===== config.mk =====
export PLATFORM = sky130hd
export DESIGN_NAME = ssy_slave
export DESIGN_NICKNAME = d
export VERILOG_FILES = /design/src/hw/ssy_pkg.sv /design/src/hw/ssy_fifo.sv /design/src/hw/ssy_slave.sv
export SDC_FILE = /design/constraint.sdc
export NUM_CORES = 1
export LEC_CHECK = 0
export BUFFER_PORTS_ARGS = -buffer_cell sky130_fd_sc_hd__buf_2
export CORE_MARGIN = 1.5
export CORE_UTILIZATION = 66
export CTS_CLUSTER_SIZE = 28
export DETAILED_ROUTE_END_ITERATION = 6
export GPL_TIMING_DRIVEN = 0
export MAX_ROUTING_LAYER = met4
export PLACE_DENSITY_LB_ADDON = 0.12
export SYNTH_ARGS = -nofsm -noshare
export SYNTH_HDL_FRONTEND = slang
export SYNTH_SLANG_ARGS = --single-unit

===== constraint.sdc =====
create_clock -name clk_sys -period 6.6 [get_ports clk_sys]
set_input_delay 0.33 -clock clk_sys [delete_from_list [all_inputs] [get_ports clk_sys]]
set_output_delay 0.33 -clock clk_sys [all_outputs]
set_load 0.01 [all_outputs]

===== src/hw/ssy_pkg.sv =====
// Package for the slave-select synchronous serial port
package ssy_pkg;
	localparam logic [3:0] SSY_MODE_SEL_ON = 4'h4;
	localparam logic [3:0] SSY_MODE_SEL_OFF = 4'h5;
	localparam int SSY_BITS = 8;
	localparam logic [2:0] SSY_CNT_RESET = 3'h0;
	localparam logic [7:0] SSY_BYTE_RESET = 8'h00;
	localparam int SSY_FIFO_DEPTH = 32;
	localparam int SSY_SYNC_STAGES = 2;

	typedef struct packed {
		logic       port_enable_bit;
		logic [3:0] mode;
		logic       clock_edge_select;
		logic       idle_high;
		logic       data_out_is_input;
		logic       wake_enable;
	} ssy_cfg_type;

	typedef struct packed {
		logic       valid;
		logic [7:0] data;
	} ssy_byte_type;
endpackage


===== src/hw/ssy_fifo.sv =====
// Parameterised valid/ready FIFO
`timescale 1ns/1ns
`default_nettype none
module ssy_fifo #(
	parameter int WIDTH = 8,
	parameter int DEPTH = 32
) (
	// Clock and reset
	input  wire logic             clk_sys,
	input  wire logic             rst,
	// Fill side
	input  wire logic             in_valid,
	output logic                  in_ready,
	input  wire logic [WIDTH-1:0] in_data,
	// Drain side
	output logic                  out_valid,
	input  wire logic             out_ready,
	output logic [WIDTH-1:0]      out_data
);
	localparam int AW = $clog2(DEPTH);
	logic [WIDTH-1:0] mem [DEPTH];
	logic [AW-1:0]    wr_ptr;
	logic [AW-1:0]    rd_ptr;
	logic [AW:0]      count;
	logic             push;
	logic             pop;

	assign push = in_valid && in_ready;
	assign pop = out_valid && out_ready;
	assign in_ready = count != (AW+1)'(DEPTH);
	assign out_valid = count != '0;
	assign out_data = mem[rd_ptr];

	always_ff @(posedge clk_sys) begin
		if (push) begin
			mem[wr_ptr] <= in_data;
		end
	end

	always_ff @(posedge clk_sys) begin
		if (rst) begin
			wr_ptr <= '0;
			rd_ptr <= '0;
			count <= '0;
		end else begin
			if (push) begin
				wr_ptr <= (wr_ptr == AW'(DEPTH - 1)) ? '0 : wr_ptr + 1'b1;
			end
			if (pop) begin
				rd_ptr <= (rd_ptr == AW'(DEPTH - 1)) ? '0 : rd_ptr + 1'b1;
			end
			count <= count + (AW+1)'(push) - (AW+1)'(pop);
		end
	end
endmodule
`default_nettype wire


===== src/hw/ssy_slave.sv =====
// Serial slave with slave-select synchronisation and receive FIFO
`timescale 1ns/1ns
`default_nettype none
module ssy_slave #(
	parameter int DEPTH = ssy_pkg::SSY_FIFO_DEPTH
) (
	// Clock and reset
	input  wire logic               clk_sys,
	input  wire logic               rst,
	// Configuration
	input  wire ssy_pkg::ssy_cfg_type cfg,
	input  wire logic               sleeping,
	// Serial pins
	input  wire logic               serial_clock_pin,
	input  wire logic               slave_select_pin_n,
	input  wire logic               serial_data_in_pin,
	output logic                    serial_data_out_pin,
	output logic                    serial_data_out_pin_oe,
	// Transmit byte load
	input  wire logic [7:0]         tx_data,
	input  wire logic               tx_load,
	// Flags
	output logic                    port_transfer_flag,
	input  wire logic               flag_clear,
	output logic                    wake_request,
	output logic                    overflow,
	// Receive stream
	output ssy_pkg::ssy_byte_type   rx_out,
	input  wire logic               rx_ready
);
	import ssy_pkg::*;

	logic [1:0] sck_sync;
	logic [1:0] ss_sync;
	logic [1:0] sdi_sync;
	logic       sck_prev;
	logic       sck_rise;
	logic       sck_fall;
	logic       sel_mode;
	logic       sel_active;
	logic       module_reset;
	logic       xfer_en;
	logic       sample_edge;
	logic       shift_edge;
	logic [2:0] bit_cnt;
	logic [7:0] shreg;
	logic [7:0] next_shreg;
	logic       byte_done;
	logic       fifo_in_ready;
	logic       fifo_out_valid;
	logic [7:0] fifo_out_data;

	// Pin synchronisers
	always_ff @(posedge clk_sys) begin
		if (rst) begin
			sck_sync <= '0;
			ss_sync <= 2'h3;
			sdi_sync <= '0;
		end else begin
			sck_sync <= {sck_sync[0], serial_clock_pin};
			ss_sync <= {ss_sync[0], slave_select_pin_n};
			sdi_sync <= {sdi_sync[0], serial_data_in_pin};
		end
	end

	always_ff @(posedge clk_sys) begin
		if (rst) begin
			sck_prev <= 1'b0;
		end else begin
			sck_prev <= sck_sync[1];
		end
	end

	assign sck_rise = sck_sync[1] && !sck_prev;
	assign sck_fall = !sck_sync[1] && sck_prev;
	assign sel_mode = cfg.port_enable_bit && (cfg.mode == SSY_MODE_SEL_ON);
	assign sel_active = !sel_mode || !ss_sync[1];
	// reset on select high in select mode, or on disable
	assign module_reset = !cfg.port_enable_bit || (sel_mode && ss_sync[1]);
	assign xfer_en = cfg.port_enable_bit && sel_active;
	// Capture edge depends on idle level and edge select
	assign sample_edge = (cfg.clock_edge_select ^ cfg.idle_high) ? sck_rise : sck_fall;
	assign shift_edge = (cfg.clock_edge_select ^ cfg.idle_high) ? sck_fall : sck_rise;
	assign byte_done = xfer_en && sample_edge && (bit_cnt == 3'h7);
	assign next_shreg = {shreg[6:0], sdi_sync[1]};

	always_ff @(posedge clk_sys) begin
		if (rst || module_reset) begin
			bit_cnt <= SSY_CNT_RESET;
		end else if (xfer_en && sample_edge) begin
			bit_cnt <= bit_cnt + 3'h1;
		end
	end

	always_ff @(posedge clk_sys) begin
		if (rst) begin
			shreg <= SSY_BYTE_RESET;
		end else if (tx_load && (module_reset || bit_cnt == SSY_CNT_RESET) && !sample_edge) begin
			shreg <= tx_data;
		end else if (xfer_en && sample_edge) begin
			shreg <= next_shreg;
		end
	end

	always_ff @(posedge clk_sys) begin
		if (rst) begin
			serial_data_out_pin <= 1'b0;
			serial_data_out_pin_oe <= 1'b0;
		end else begin
			serial_data_out_pin_oe <= xfer_en && !cfg.data_out_is_input;
			if (xfer_en && (shift_edge || bit_cnt == SSY_CNT_RESET)) begin
				serial_data_out_pin <= shreg[7];
			end
		end
	end

	always_ff @(posedge clk_sys) begin
		if (rst) begin
			port_transfer_flag <= 1'b0;
		end else if (byte_done) begin
			port_transfer_flag <= 1'b1;
		end else if (flag_clear) begin
			port_transfer_flag <= 1'b0;
		end
	end

	// wake from sleep on received byte
	always_ff @(posedge clk_sys) begin
		if (rst) begin
			wake_request <= 1'b0;
		end else begin
			wake_request <= byte_done && sleeping && cfg.wake_enable;
		end
	end

	always_ff @(posedge clk_sys) begin
		if (rst) begin
			overflow <= 1'b0;
		end else if (byte_done && !fifo_in_ready) begin
			overflow <= 1'b1;
		end else if (flag_clear) begin
			overflow <= 1'b0;
		end
	end

	ssy_fifo #(
		.WIDTH (8),
		.DEPTH (DEPTH)
	) u_fifo (
		.clk_sys   (clk_sys),
		.rst       (rst),
		.in_valid  (byte_done),
		.in_ready  (fifo_in_ready),
		.in_data   (next_shreg),
		.out_valid (fifo_out_valid),
		.out_ready (rx_ready && !rx_out.valid),
		.out_data  (fifo_out_data)
	);

	// Registered output stage
	always_ff @(posedge clk_sys) begin
		if (rst) begin
			rx_out <= '0;
		end else if (fifo_out_valid && !rx_out.valid && rx_ready) begin
			rx_out <= '{valid: 1'b1, data: fifo_out_data};
		end else begin
			rx_out.valid <= 1'b0;
		end
	end
endmodule
`default_nettype wire


==> flow_summary.json <==
{
  "post_synth_inst_count": 708,
  "area_occupied_by_multi_input_gates_mm2": 0.00331,
  "timing.setup.critical_path_class": "flip-flop to flip-flop",
  "post_synth_instance_area_mm2": 0.0122,
  "dp.cells": 975,
  "end_kind": "flip-flop",
  "drc": 1,
  "final_min_period_over_clock_period": 0.539,
  "critical_path.slowest_cell": "sky130_fd_sc_hd__clkbuf_1",
  "timing.max_cap.violations": 0,
  "cts_max_level": 1,
  "syn_area_per_cell_um2": 17.3,
  "synthTopCellsByArea": "sky130_fd_sc_hd__edfxtp_1, sky130_fd_sc_hd__mux4_2, sky130_fd_sc_hd__dfxtp_1, sky130_fd_sc_hd__ha_1, sky130_fd_sc_hd__mux2_2",
  "critical_path.cell_chain": "inv_1, ha_1, nand4bb_1, nand2_1, inv_1, clkbuf_1, clkbuf_1, ha_1, inv_1, ha_1, fa_1, a21oi_1, nor2_1, nor2_1, xor2_1, nor2_1",
  "cts_sinks": 304,
  "cts_hold_buffers_added": 4,
  "worst-r2r-cell-count": 16,
  "detail_route.vias_per_cell": 6.69,
  "synth-async-reset-ratio": 0,
  "yosysSeqAreaShare": 0.707,
  "instances_no_fill": 1036,
  "tritoncts.num_buffers": 30,
  "max_slew.worst_pin.slew_ps": 1360,
  "slowest_delay_ps": 520,
  "critical_path.max_fanout": 10,
  "ant_nets": 0,
  "fillerInstances": 998,
  "grt_max_degree": 35,
  "leakagePower_nw": 4.66,
  "cts-resized-gates": 0,
  "post-route-util": 0.764,
  "yosys.area.top_type_share": 0.628,
  "finalSetupViolCount": 0,
  "hpwl_after_dpl_um": 16800,
  "library_cells_used_by_synthesis": 59,
  "hold_crit_class": "input port to flip-flop",
  "status": "complete, but fails checks",
  "rsz0062_at_grt": "false",
  "min_delay_path_depth": 3,
  "globalRoute.totalOverflow": 0,
  "synth-warning-count": 0,
  "number_of_global_route_vias_before_repair": 7090,
  "grt_antenna_before_repair": 1,
  "clk_lat_worst_skew_ps": 540,
  "place_congestion": 0.959,
  "wirelength_um": 27600,
  "netlist.top_cell.by_area": "sky130_fd_sc_hd__edfxtp_1",
  "detail_route.iter0.violations": 846,
  "seqCellArea_mm2": 0.00865,
  "worstSetupStartpointType": "flip-flop",
  "std_cell_rows": 49,
  "grt_first_pass_wirelength_um": 42100,
  "dieArea_mm2": 0.0194,
  "setup_tns_ps": 0,
  "failed_checks": "DRC",
  "cts_buffer_depth": 3,
  "report.final.hold_viol_count": 0,
  "via_count": 6935,
  "min_period_ps": 3560,
  "cts_root_buffer": "sky130_fd_sc_hd__clkbuf_16",
  "design.final.nets": 828,
  "final_max_slew_viol_count": 0,
  "irDropWorstVdd_uv": 296,
  "grt_util_all_layers": 0.304,
  "die-width_um": 139,
  "die_h_um": 139,
  "floorplan.core_area_mm2": 0.0181,
  "drt-pass1-iter-count": 7,
  "wl_per_cell_um": 26.6,
  "postCtsSetupBuffers": 0,
  "timing.slew.headroom": 0.0904,
  "synth_edf_count": 256,
  "clock_transition_at_the_register_clock_pins_on_the_worst_setup_and_hold_paths_after_cts_ps": 60,
  "synth_top_flop_cell": "sky130_fd_sc_hd__edfxtp_1",
  "max_frequency_mhz": 281,
  "power_density_mw_per_mm2": 338,
  "io_pins": 40,
  "clock_skew_ps": 9.04,
  "cp_data_arrival_time_ps": 3970,
  "synthesis.nets": 754,
  "tritoncts": "built",
  "worstPathRequired_ps": 7010,
  "initial_util": 0.677,
  "register_bit_count_reported_by_yosys": 304,
  "drive_gt1_frac": 0.232,
  "io_buffer_count": 38,
  "area_growth_pct": 13.0
}
-- state kept, by name (all words and copies together), names as in the netlist --
name                    count
bit_cnt                     3
overflow                    1
port_transfer_flag          1
rx_out                      9
sck_prev                    1
sck_sync                    2
sdi_sync                    2
serial_data_out_pin         1
serial_data_out_pin_oe      1
shreg                       8
ss_sync                     2
u_fifo.count                6
u_fifo.mem                256
u_fifo.rd_ptr               5
u_fifo.wr_ptr               5
wake_request                1
-- cell usage after synthesis, types with 10 or more instances --
cell and number:
sky130_fd_sc_hd__edfxtp_1 256, sky130_fd_sc_hd__inv_1 15, sky130_fd_sc_hd__mux4_2 55, sky130_fd_sc_hd__a21oi_1 22
sky130_fd_sc_hd__dfxtp_1 48, sky130_fd_sc_hd__nand3_1 14, sky130_fd_sc_hd__nand2_1 19, sky130_fd_sc_hd__a211oi_1 10
sky130_fd_sc_hd__nor2b_1 22, sky130_fd_sc_hd__clkbuf_1 17, sky130_fd_sc_hd__ha_1 19, sky130_fd_sc_hd__nor3_1 11
sky130_fd_sc_hd__nor2_1 55, sky130_fd_sc_hd__mux2_2 20
-- worst max-delay path: cells and delay by family (launching register included) --
kind	cells	cell delay (ps)
buffers and inverters	5	1100
adders and majority gates	4	1090
and+or+nand+nor	5	510
DFF	1	330
AOI/OAI and AO/OA	1	190
xor gates and xnor gates	1	180
-- per-stage QoR --
stage,setup WS [ps],power [mW],area (µm²),hold WS (ps)
finish,3040,4.67,13800,9.78
global route,2920,4.80,13800,11.0
CTS,3160,4.66,13800,3.52
detailed placement,3230,2.87,12700,393
global placement,3350,2.84,12700,401
floorplan,3810,2.67,12200,389
-- placed cells by master (no fill, tap or decap), types with 3 or more instances in the layout --
cell                            instances
sky130_fd_sc_hd__mux2_1                 6
sky130_fd_sc_hd__mux2i_1                5
sky130_fd_sc_hd__mux4_1                 3
sky130_fd_sc_hd__buf_6                  4
sky130_fd_sc_hd__inv_1                 15
sky130_fd_sc_hd__buf_4                  5
sky130_fd_sc_hd__nand3_1               14
sky130_fd_sc_hd__o22ai_1                9
sky130_fd_sc_hd__clkbuf_16             31
sky130_fd_sc_hd__clkinv_2               7
sky130_fd_sc_hd__xnor2_1                4
sky130_fd_sc_hd__buf_2                 45
sky130_fd_sc_hd__nand3b_1               5
sky130_fd_sc_hd__a21oi_1               22
sky130_fd_sc_hd__nor4_1                 9
sky130_fd_sc_hd__nor3_1                11
sky130_fd_sc_hd__nand2_1               19
sky130_fd_sc_hd__ha_1                  19
sky130_fd_sc_hd__a22oi_1                8
sky130_fd_sc_hd__o21ai_0                9
sky130_fd_sc_hd__mux2_2                20
sky130_fd_sc_hd__clkinv_1               6
sky130_fd_sc_hd__dfxtp_1               47
sky130_fd_sc_hd__or3_1                  3
sky130_fd_sc_hd__a31oi_1                3
sky130_fd_sc_hd__dlygate4sd3_1          4
sky130_fd_sc_hd__bufinv_16              6
sky130_fd_sc_hd__nor2_1                55
sky130_fd_sc_hd__clkbuf_1              19
sky130_fd_sc_hd__edfxtp_1             256
sky130_fd_sc_hd__nand2b_1               4
sky130_fd_sc_hd__a211oi_1              10
sky130_fd_sc_hd__nor2b_1               22
sky130_fd_sc_hd__mux4_2                55
-- per-layer routing --
layer	part of all wire	vias up	global-route usage
met5	0	-	-
li1	-	2953	-
met4	0.035	0	0.111
met2	0.47	441	0.457
met1	0.40	3463	0.422
met3	0.10	78	0.0611
-- cells by family after synthesis --
kind of cell | after synthesis | synth area share
AO/OA/AOI/OAI | 81 | 0.0445
XOR/XNOR | 5 | 0.00358
adder cells (fa/ha/maj) | 20 | 0.0211
buffers and inverters | 52 | 0.0229
flip-flops | 304 | 0.707
multiplexers | 89 | 0.136
AND/OR/NAND/NOR | 157 | 0.0656
-- layout make-up --
cell class / instances / share of cell area
diodes: 1 / 0.000181
plain buffers: 37 / 0.0162
clock buffers: 35 / 0.0587
clock inverters: 21 / 0.0184
inverters: 15 / 0.00407
multi-input cells: 352 / 0.239
flip-flops and latches: 304 / 0.626
well taps: 229 / 0.0207
repair buffers: 42 / 0.0167
-- worst paths after layout --
path | from | endpoint | slack, ps
setup / recovery | u_fifo.count[2] | u_fifo.count[4] | 3040
hold / removal | cfg[0] | wake_request | 10
setup reg to reg | u_fifo.count[2] | u_fifo.count[4] | 3040
hold reg to reg | ss_sync[0] | ss_sync[1] | 420
-- power by group --
part           switching [mW]  internal [mW]  total [mW]
clock network           0.707           1.11        1.82
registers              0.0606           2.13        2.19
logic                   0.362          0.304       0.666
total                    1.13           3.54        4.67
(Power assumes the default switching activity.)
